--- config.mk ---
export PLATFORM = sky130hd
export DESIGN_NAME = azrs_sequencer
export DESIGN_NICKNAME = d
export VERILOG_FILES = /design/src/include/azrs_pkg.sv /design/src/verilog/azrs_sequencer.sv
export SDC_FILE = /design/constraint.sdc
export NUM_CORES = 1
export LEC_CHECK = 0
export BUFFER_PORTS_ARGS = -buffer_cell sky130_fd_sc_hd__buf_2
export CELL_PAD_IN_SITES_DETAIL_PLACEMENT = 1
export CELL_PAD_IN_SITES_GLOBAL_PLACEMENT = 2
export CORE_UTILIZATION = 25
export DETAILED_ROUTE_END_ITERATION = 8
export HOLD_SLACK_MARGIN = 0.05
export PLACE_DENSITY_LB_ADDON = 0.1
export SLEW_MARGIN = 20
export SYNTH_ARGS = -nofsm -noshare
export SYNTH_HDL_FRONTEND = slang
export SYNTH_SLANG_ARGS = --single-unit
--- constraint.sdc ---
create_clock -name REF_CLK -period 2.4 [get_ports REF_CLK]
set_input_delay 0.12 -clock REF_CLK [delete_from_list [all_inputs] [get_ports REF_CLK]]
set_output_delay 0.12 -clock REF_CLK [all_outputs]
set_load 0.005 [all_outputs]
--- src/include/azrs_pkg.sv ---
// package for the auto-zero rate sequencer: ratios, timing and carrier types
package azrs_pkg;
   localparam int unsigned AZRS_REF_HZ = 200_000_000;
   localparam int unsigned AZRS_OSC_HZ = 100_000;
   // ref cycles per internal oscillator tick, rounded down
   localparam int unsigned AZRS_OSC_DIV = AZRS_REF_HZ / AZRS_OSC_HZ;
   localparam logic [10:0] AZRS_OSC_LAST = 11'(AZRS_OSC_DIV - 1);
   localparam int AZRS_DIV_W = 10;
   localparam logic [AZRS_DIV_W-1:0] AZRS_DIV_1 = 10'h000;
   localparam logic [AZRS_DIV_W-1:0] AZRS_DIV_4 = 10'h003;
   localparam logic [AZRS_DIV_W-1:0] AZRS_DIV_16 = 10'h00f;
   localparam logic [AZRS_DIV_W-1:0] AZRS_DIV_128 = 10'h07f;
   localparam logic [AZRS_DIV_W-1:0] AZRS_DIV_1024 = 10'h3ff;
   localparam int AZRS_STAGES = 4;
   localparam logic [1:0] AZRS_STAGE_LAST = 2'(AZRS_STAGES - 1);

   typedef enum {
      AZRS_IDLE,
      AZRS_ZERO,
      AZRS_DECIDE,
      AZRS_STEP
   } azrs_seq_t;

   typedef struct packed {
      logic [10:0] osc_cnt;
      logic clk_in_q;
      logic [AZRS_DIV_W-1:0] div_cnt;
      logic toggled;
      logic decision;
      logic decided_once;
      logic [1:0] stage;
      logic step_up;
      logic step_down;
      logic sample_pend;
      azrs_seq_t seq;
   } azrs_state_t;
endpackage : azrs_pkg

--- src/verilog/azrs_sequencer.sv ---
// auto-zero rate sequencer: clock source, rate divider, sample/correct sequencer

// Behaviour
// - reset inactive: rate selects 11->/4, 10->/16, 01->/128, 00->/1024
// - while reset is low the divider divides by one
// - programmed ratio applies only after the latched decision first changes
// - rate selects may change anytime; new ratio applies from then on
// - decision output latched, updated once per sample
// - latch holds the decision, and output shows it at that moment
// - off-null sample issues one step opposite to the error, every sample
// - sampling and correction continue every period after null
// - comparator stages zeroed one after another before deciding
// - power-up and every reset fall back to divide by one
// - each divider output pulse starts one sequencer run
module azrs_sequencer
   import azrs_pkg::*;
(
   input wire logic REF_CLK,
   input wire logic RST,
   input wire logic RESET_N,
   input wire logic RATE_SELECT_A,
   input wire logic RATE_SELECT_B,
   input wire logic EXT_CLK_SEL,
   input wire logic EXT_CLK,
   input wire logic OSC_STOP,
   input wire logic COMPARE_HIGH,
   output logic STAGE_ZERO,
   output logic [1:0] STAGE_INDEX,
   output logic LATCH_ENABLE,
   output logic DECISION_OUTPUT_O,
   output logic DECISION_OUTPUT_OE_N,
   output logic STEP_UP,
   output logic STEP_DOWN,
   output logic SAMPLE_TICK,
   output logic FAST_RATE
);
   azrs_state_t st;
   azrs_state_t next_st;
   logic [AZRS_DIV_W-1:0] ratio;
   logic src_tick;
   logic div_tick;

   always_comb begin
      // reset low or no toggle yet keeps the fastest rate
      if (!RESET_N || !st.toggled) begin
         ratio = AZRS_DIV_1;
      end else begin
         // live decode so a changed select takes effect at once, in the period in progress
         case ({RATE_SELECT_A, RATE_SELECT_B})
            2'b11: ratio = AZRS_DIV_4;
            2'b10: ratio = AZRS_DIV_16;
            2'b01: ratio = AZRS_DIV_128;
            default: ratio = AZRS_DIV_1024;
         endcase
      end
   end

   // external edge or internal oscillator wrap; stop level freezes the oscillator
   // edge found against the registered level, so it shows in the first ref cycle the input is high
   assign src_tick = EXT_CLK_SEL ? (EXT_CLK && !st.clk_in_q)
      : (!OSC_STOP && st.osc_cnt == AZRS_OSC_LAST);
   // counter may sit above a newly shortened ratio; >= wraps it on the next source tick
   assign div_tick = src_tick && (st.div_cnt >= ratio);

   always_comb begin
      next_st = st;
      next_st.clk_in_q = EXT_CLK;
      next_st.step_up = 1'b0;
      next_st.step_down = 1'b0;
      if (!EXT_CLK_SEL && !OSC_STOP) begin
         next_st.osc_cnt = (st.osc_cnt == AZRS_OSC_LAST) ? 11'h000 : st.osc_cnt + 11'h001;
      end
      if (src_tick) begin
         next_st.div_cnt = div_tick ? AZRS_DIV_1 : st.div_cnt + 10'h001;
      end
      // a pulse arriving mid-run is remembered so no sample is skipped
      if (div_tick) begin
         next_st.sample_pend = 1'b1;
      end
      case (st.seq)
         AZRS_IDLE: begin
            if (st.sample_pend) begin
               next_st.sample_pend = div_tick;
               next_st.stage = 2'h0;
               next_st.seq = AZRS_ZERO;
            end
         end
         AZRS_ZERO: begin
            next_st.stage = st.stage + 2'h1;
            if (st.stage == AZRS_STAGE_LAST) begin
               next_st.seq = AZRS_DECIDE;
            end
         end
         AZRS_DECIDE: begin
            next_st.decision = COMPARE_HIGH;
            next_st.decided_once = 1'b1;
            if (st.decided_once && COMPARE_HIGH != st.decision) begin
               next_st.toggled = 1'b1;
            end
            next_st.seq = AZRS_STEP;
         end
         AZRS_STEP: begin
            // node above ground steps down, below steps up
            next_st.step_down = st.decision;
            next_st.step_up = !st.decision;
            next_st.seq = AZRS_IDLE;
         end
         default: next_st.seq = AZRS_IDLE;
      endcase
      if (!RESET_N) begin
         next_st.toggled = 1'b0;
         next_st.decided_once = 1'b0;
      end
   end

   always_ff @(posedge REF_CLK) begin
      if (RST) begin
         st <= '0;
         st.seq <= AZRS_IDLE;
      end else begin
         st <= next_st;
      end
   end

   assign STAGE_ZERO = (st.seq == AZRS_ZERO);
   assign STAGE_INDEX = st.stage;
   assign LATCH_ENABLE = (st.seq == AZRS_STEP);
   assign DECISION_OUTPUT_O = 1'b0;
   // open drain: enable low pulls the pin low when decision is low
   assign DECISION_OUTPUT_OE_N = st.decision;
   assign STEP_UP = st.step_up;
   assign STEP_DOWN = st.step_down;
   assign SAMPLE_TICK = div_tick;
   assign FAST_RATE = (ratio == AZRS_DIV_1);

   a_fast_in_reset: assert property (@(posedge REF_CLK) disable iff (RST)
      !RESET_N |-> FAST_RATE)
      else $error("ratio not one while reset low");
   a_flag_clear: assert property (@(posedge REF_CLK) disable iff (RST)
      !RESET_N |=> !st.toggled)
      else $error("toggle flag survived reset");
   a_ratio_decode: assert property (@(posedge REF_CLK) disable iff (RST)
      (RESET_N && st.toggled && RATE_SELECT_A && RATE_SELECT_B) |-> ratio == AZRS_DIV_4)
      else $error("wrong ratio for both selects high");
   a_step_after: assert property (@(posedge REF_CLK) disable iff (RST)
      (st.seq == AZRS_STEP) |=> (STEP_UP ^ STEP_DOWN) && (STEP_DOWN == $past(st.decision)))
      else $error("step missing or wrong direction");
   a_stage_walk: assert property (@(posedge REF_CLK) disable iff (RST)
      (st.seq == AZRS_IDLE && st.sample_pend) |=> STAGE_ZERO [*4] ##1 st.seq == AZRS_DECIDE)
      else $error("stage zeroing sequence broken");
   a_out_follows: assert property (@(posedge REF_CLK) disable iff (RST)
      (st.seq == AZRS_DECIDE) |=> DECISION_OUTPUT_OE_N == $past(COMPARE_HIGH))
      else $error("decision output not updated");
   a_toggle_set: assert property (@(posedge REF_CLK) disable iff (RST)
      (RESET_N && st.seq == AZRS_DECIDE && st.decided_once && COMPARE_HIGH != st.decision)
      |=> st.toggled)
      else $error("first toggle not recorded");
   a_run_starts: assert property (@(posedge REF_CLK) disable iff (RST)
      (div_tick && st.seq == AZRS_IDLE && !st.sample_pend) |=> ##1 STAGE_ZERO)
      else $error("divider pulse did not start a run");
   a_hold_between: assert property (@(posedge REF_CLK) disable iff (RST)
      (st.seq != AZRS_DECIDE) |=> $stable(st.decision))
      else $error("decision changed outside a decision");
   // guards for the remaining ratios, sequencing and clock source

   a_ratio_sixteen: assert property (@(posedge REF_CLK) disable iff (RST)
      (RESET_N && st.toggled && RATE_SELECT_A && !RATE_SELECT_B) |-> ratio == AZRS_DIV_16)
      else $error("wrong ratio for first select only");

   a_ratio_slow: assert property (@(posedge REF_CLK) disable iff (RST)
      (RESET_N && st.toggled && !RATE_SELECT_A && RATE_SELECT_B) |-> ratio == AZRS_DIV_128)
      else $error("wrong ratio for second select only");

   a_ratio_slowest: assert property (@(posedge REF_CLK) disable iff (RST)
      (RESET_N && st.toggled && !RATE_SELECT_A && !RATE_SELECT_B) |-> ratio == AZRS_DIV_1024)
      else $error("wrong ratio for both selects low");

   a_fast_before: assert property (@(posedge REF_CLK) disable iff (RST)
      !st.toggled |-> FAST_RATE)
      else $error("programmed ratio used before first toggle");

   a_short_wrap: assert property (@(posedge REF_CLK) disable iff (RST)
      (src_tick && st.div_cnt >= ratio) |=> st.div_cnt == AZRS_DIV_1)
      else $error("divider did not wrap on a shortened ratio");

   a_latch_single: assert property (@(posedge REF_CLK) disable iff (RST)
      LATCH_ENABLE |=> !LATCH_ENABLE)
      else $error("latch enable longer than one cycle");

   a_step_origin: assert property (@(posedge REF_CLK) disable iff (RST)
      (STEP_UP || STEP_DOWN) |-> $past(LATCH_ENABLE))
      else $error("step without a latched decision");

   a_null_resume: assert property (@(posedge REF_CLK) disable iff (RST)
      (st.seq == AZRS_STEP) |=> (st.seq == AZRS_IDLE))
      else $error("sequencer did not return to idle");

   a_osc_frozen: assert property (@(posedge REF_CLK) disable iff (RST)
      (!EXT_CLK_SEL && OSC_STOP) |-> !src_tick)
      else $error("source tick while oscillator stopped");

   a_osc_hold: assert property (@(posedge REF_CLK) disable iff (RST)
      (!EXT_CLK_SEL && OSC_STOP) |=> $stable(st.osc_cnt))
      else $error("oscillator count moved while stopped");

   a_stage_step: assert property (@(posedge REF_CLK) disable iff (RST)
      (STAGE_ZERO && st.stage != AZRS_STAGE_LAST) |=> STAGE_INDEX == $past(STAGE_INDEX) + 2'h1)
      else $error("stage index skipped");

   // a tick lasting two cycles would leave a sample pending and start two sequencer runs
   a_tick_single: assert property (@(posedge REF_CLK) disable iff (RST)
      SAMPLE_TICK |=> !SAMPLE_TICK)
      else $error("sample tick longer than one cycle");

   a_flag_keep: assert property (@(posedge REF_CLK) disable iff (RST)
      (RESET_N && st.toggled) |=> st.toggled)
      else $error("toggle flag lost without reset");
endmodule : azrs_sequencer
== Word level (Yosys, flattened, before mapping) ==
Cells that the tools add are included.

* Register bits after elaboration: 62
* Output and inout bits: 10
* Word-level logic and storage cells: 62

* Add/sub/neg operators: 3
* Magnitude comparators: 1
* Eq/ne operators: 13
* Muxes and demuxes: 12
* Bitwise logic cells: 2
* Reductions and logical operators: 20

{| class="wikitable"
|+ Operators by type and width
! cell !! number
|-
| equality test 32 x 2 -> 1 bit (second input constant) || 3
|-
| case mux 32 bit (3 select lines) || 1
|-
| 2-to-1 mux 33 bit || 1
|-
| equality test 32 x 1 -> 1 bit (second input constant) || 1
|-
| equality test 32 x 3 -> 1 bit (second input constant) || 1
|-
| zero test 32 bit || 1
|-
| 2-to-1 mux 32 bit || 1
|-
| case mux 10 bit (3 select lines) || 1
|-
| 2-to-1 mux 10 bit || 2
|-
| adder 11 x 1 -> 11 bit (second input constant) || 1
|-
| equality test 11 bit (second input constant) || 1
|-
| 2-to-1 mux 11 bit || 1
|-
| adder 10 x 1 -> 10 bit (second input constant) || 1
|-
| greater-or-equal comparator 10 bit || 1
|-
| zero test 10 bit || 1
|-
| equality test 2 bit (second input constant) || 3
|-
| zero test 1 bit || 6
|-
| AND reduction 2 bit || 3
|-
| logical AND 1 bit || 5
|-
| != test 2 bit (second input constant) || 2
|-
| case mux 2 bit (2 select lines) || 1
|-
| OR reduction 2 bit || 2
|-
| 2-to-1 mux 1 bit || 3
|-
| adder 2 x 1 -> 2 bit (second input constant) || 1
|-
| other kinds (6) || 7
|}

== Longest topological paths before layout ==
* Depth after elaboration: 8
* Gate-level depth with buffers: 8
* Mapped depth without buffers: 8

== Worst setup path before layout ==
No wires, ideal clock.

* Kind: register to register
* Start: reg st[39] (netlist bit)
* End: reg st[32] (netlist bit)
* Setup time: 0.115 ns
* Data arrival time: 2.014 ns
* Required time: 2.285 ns
* Slack: 0.271 ns
* Stages on the path, launching flop included: 9
* Path through: dfxtp_1 nand2_1 or2_2 ha_1 o21ai_0 nor2_1 o31ai_2 a21oi_1 o21a_1

* Cells in the longest elaborated chain, start to end: 8

{| class="wikitable"
|+ Ends and longest elaborated chain
! item !! RTL line !! text
|-
| start: declaration || azrs_sequencer.sv:37 || <nowiki>azrs_state_t st;</nowiki>
|-
| start signal: assignment || azrs_sequencer.sv:121 || <nowiki>st <= next_st;</nowiki>
|-
| zero test 1 bit (*) || azrs_sequencer.sv:45 || <nowiki>if (!RESET_N || !st.toggled) begin</nowiki>
|-
| logical OR 1 bit (*) || azrs_sequencer.sv:45 ||
|-
| 2-to-1 mux 10 bit (*) || azrs_sequencer.sv:45 ||
|-
| greater-or-equal comparator 10 bit (*) || azrs_sequencer.sv:63 || <nowiki>assign div_tick = src_tick && (st.div_cnt >= ratio);</nowiki>
|-
| logical AND 1 bit (*) || azrs_sequencer.sv:63 ||
|-
| via SAMPLE_TICK || azrs_sequencer.sv:34 || <nowiki>output logic SAMPLE_TICK,</nowiki>
|-
| 2-to-1 mux 1 bit || azrs_sequencer.sv:77 || <nowiki>if (div_tick) begin</nowiki>
|-
| 2-to-1 mux 33 bit || azrs_sequencer.sv:82 || <nowiki>if (st.sample_pend) begin</nowiki>
|-
| 2-to-1 mux 1 bit (*) || azrs_sequencer.sv:80 || <nowiki>case (st.seq)</nowiki>
|}

The timed path passes the listed nets; every way through them passes the cells marked *. The select of a mux whose other input is x is not followed.
A chain may end at the register's enable or synchronous reset.

== Final worst setup path ==
* Start: reg st[39] (netlist bit)
* End: out SAMPLE_TICK

* Cells in the longest elaborated chain, start to end: 5

{| class="wikitable"
|+ Ends and longest elaborated chain
! item !! RTL line
|-
| zero test 1 bit || azrs_sequencer.sv:45
|-
| logical OR 1 bit || azrs_sequencer.sv:45
|-
| 2-to-1 mux 10 bit || azrs_sequencer.sv:45
|-
| greater-or-equal comparator 10 bit || azrs_sequencer.sv:63
|-
| logical AND 1 bit || azrs_sequencer.sv:63
|-
| end: declaration || azrs_sequencer.sv:34
|}

Every way passes these cells.

==> impl_metrics.ini <==
[place]
dp.cells = 310
numPortBuffers = 17
gp_congestion = 0.8032
pre_cts_slack_ns = 0.1529
hpwl_um = 3180
place_area_um2 = 1943

[power_and_ir_drop]
power.density_nw_per_um2 = 547.7
internal_power_uw = 918.1
pwr-share-clk = 0.496
p_switching_uw = 245.5
p_leak_nw = 0.8108
vdd_drop_max_uv = 172.8
power_mw = 1.164
power_frac_seq = 0.461
switching_share = 0.2110
combPwrFrac = 0.043

[detailed_routing]
routed_via_density = 4.734
wl_per_cell_um = 13.41
drc = 0
vias = 1510
drt-total-wl_um = 4277
drt_iter0_markers = 37
ant_nets = 0
drt_first_pass_iters = 3

[clock_network]
tritoncts = built
clk_root_buffer_cell = clkbuf_8
ctsHtreeMaxLevel = 2
cts_buffer_depth = 2
path_clk_slew_ns = 0.07
worstSkewPairLatency_ns = 0.28
cts.sinks = 32
numCtsBuffers = 5

[sta]
fmax_mhz = 437.8
fin_ws_ns = 0.1159
finClkSkew_ns = 0.009469
tightest_slew_ns = 0.6673
fin_setup_tns_ns = 0
rsz0062_at_grt = no
finalSetupViolCount = 0
finalHoldWorstSlack_ns = 0.1091
fin_crit_sh = 0.9517
hold_viol = 0
finalCriticalPeriod_ns = 2.284
drv_slew = 0
slew-limit-headroom = 0.5551

[setup_path]
cp.arrival_ns = 2.16
crit_buf_inv = 2
worst-path-max-fanout = 4
critical-path-top-delay-family = compound AO/OA/AOI/OAI gates
start_kind = flip-flop
slowest_delay_ns = 0.37
cp.required_ns = 2.28
reg2reg_slack_ns = 0.14
worstSetupPathType = reg2out
slowest_stage = dfxtp_4
crit_chain = nand2_2 > a21o_1 > ha_1 > a211oi_2 > nor2_1 > o31ai_2 > buf_4 > a21oi_4 > buf_2
endpoint_kind = output port

[die]
dieArea_um2 = 7423
chipWidth_um = 86.16
chipHeight_um = 86.16
boundaryPins = 19
floorplan.rows = 30
initial_core_util = 0.2592
coreArea_um2 = 6832

[cells_and_area]
final_cell_area_um2 = 2125
diodes = 0
fin_cells = 319
fill_cells = 833
fin_util = 0.3110
syn_to_final_growth_pct = 20.00
fin_nets = 249
layout-drive-gt1-share = 0.1794

[synthesis]
synth_nets = 228
yosysMostFrequentCell = dfxtp_1
syn-instance-count = 201
synth_seq_cells = 32
synthTopCellsByArea = dfxtp_1 (36%), ha_1 (13%), nor2_1 (6.1%), a21oi_1 (4.0%), nand2_1 (3.6%)
seq_area_frac_synth = 0.3618
synthArstFlopShare = 0
synth_edf_count = 0
yosys_warnings = 0
synthDistinctLibCells = 43
synth_top_cell_by_area = dfxtp_1
syn_area_um2 = 1770
synthTopCellsByCount = dfxtp_1 (32), nor2_1 (29), ha_1 (18), nand2_1 (17), a21oi_1 (14)
ys.flop_type = dfxtp_1
synth_top_area_frac = 0.3618
synth_area_per_cell_um2 = 8.808

[grt]
grt_max_degree = 23
grt_usage = 0.1257
grt_pass1_vias = 1583
grt_first_pass_wirelength_um = 7265
grt_overflow_total = 0
antenna_found_initial = 0

[run_status]
status = complete, no violations

[worst_hold_path]
hp-class = in2reg

[flow_run]
cap_violations = 0
-- power by group through the flow --
stage                     Clock, mW  Sequential [mW]  Combinational (mW)
final                         0.577            0.536              0.0500
after global routing          0.628            0.537              0.0562
after CTS                     0.606            0.537              0.0485
after detailed placement          0            0.550              0.0480
after global placement            0            0.549              0.0460
after floorplan                   0            0.549              0.0318
-- sequential cells by signal (all words and copies together) (netlist names) --
signal / cells
st: 27
STAGE_INDEX: 2
DECISION_OUTPUT_OE_N: 1
STEP_DOWN: 1
STEP_UP: 1
-- cells by family (layout without fill, tap and decap cells) --
group,Yosys count,in the layout,share of synthesized area
AND/OR/NAND/NOR,88,88,0.2615
XOR/XNOR,11,11,0.05442
other,1,1,0.002118
flip-flops,32,32,0.3618
buffers and inverters,12,34,0.03957
AO/OA/AOI/OAI,36,36,0.1364
adder cells (fa/ha/maj),18,18,0.1272
multiplexers,3,3,0.01696
-- final timing paths --
path,start,end,depth (start not counted)
worst max-delay path,st[39],SAMPLE_TICK,9
worst min-delay path,COMPARE_HIGH,DECISION_OUTPUT_OE_N,3
worst max register to register,st[39],st[49],10
worst min register to register,st[37],st[37],2
-- per-layer routing --
layer  vias up  share of wire  GRT usage  routed length [um]
met2        14           0.51     0.2287                2185
li1        753              -          -                   -
met3         4          0.023    0.02887                 100
met5         -              0          0                   0
met1       739           0.46     0.1448                1952
met4         0         0.0091    0.03939                  39
-- placed cells by master (no fill, tap or decap), types with 4 or more instances in the layout --
cell type and instances:
clkbuf_8 7, nor2_1 29, buf_2 17, nand2_1 16
ha_1 18, xor2_1 7, nand4b_1 5, xnor2_1 4
nand4_1 8, dfxtp_1 31, inv_1 6, nand3_1 6
a21oi_1 13, o21ai_0 5
-- layout make-up --
cell class / count / area, um2 / share of cell area
clock inverters: 1 / 30.03 / 0.01413
clock buffers: 7 / 96.34 / 0.04535
inverters: 6 / 22.52 / 0.01060
well taps: 96 / 120.1 / 0.05654
repair buffers: 20 / 107.6 / 0.05065
flip-flops and latches: 32 / 644.4 / 0.3033
multi-input cells: 157 / 1104 / 0.5194
-- timing repair --
action | CTS | global route
pin swaps | 0 | 1
hold buffers | 0 | 0
resized for setup | 3 | 7
endpoints found under the setup margin | 1 | 8
cloned | 0 | 0
setup buffers | 1 | 0
-- worst min-delay path, delay by kind of cell --
kind | cells | cell delay, ns
AND/OR/NAND/NOR | 1 | 0.07
buffers and inverters | 1 | 0.09
multiplexers | 1 | 0.07
Note: power is estimated with default switching activity, not from simulation.
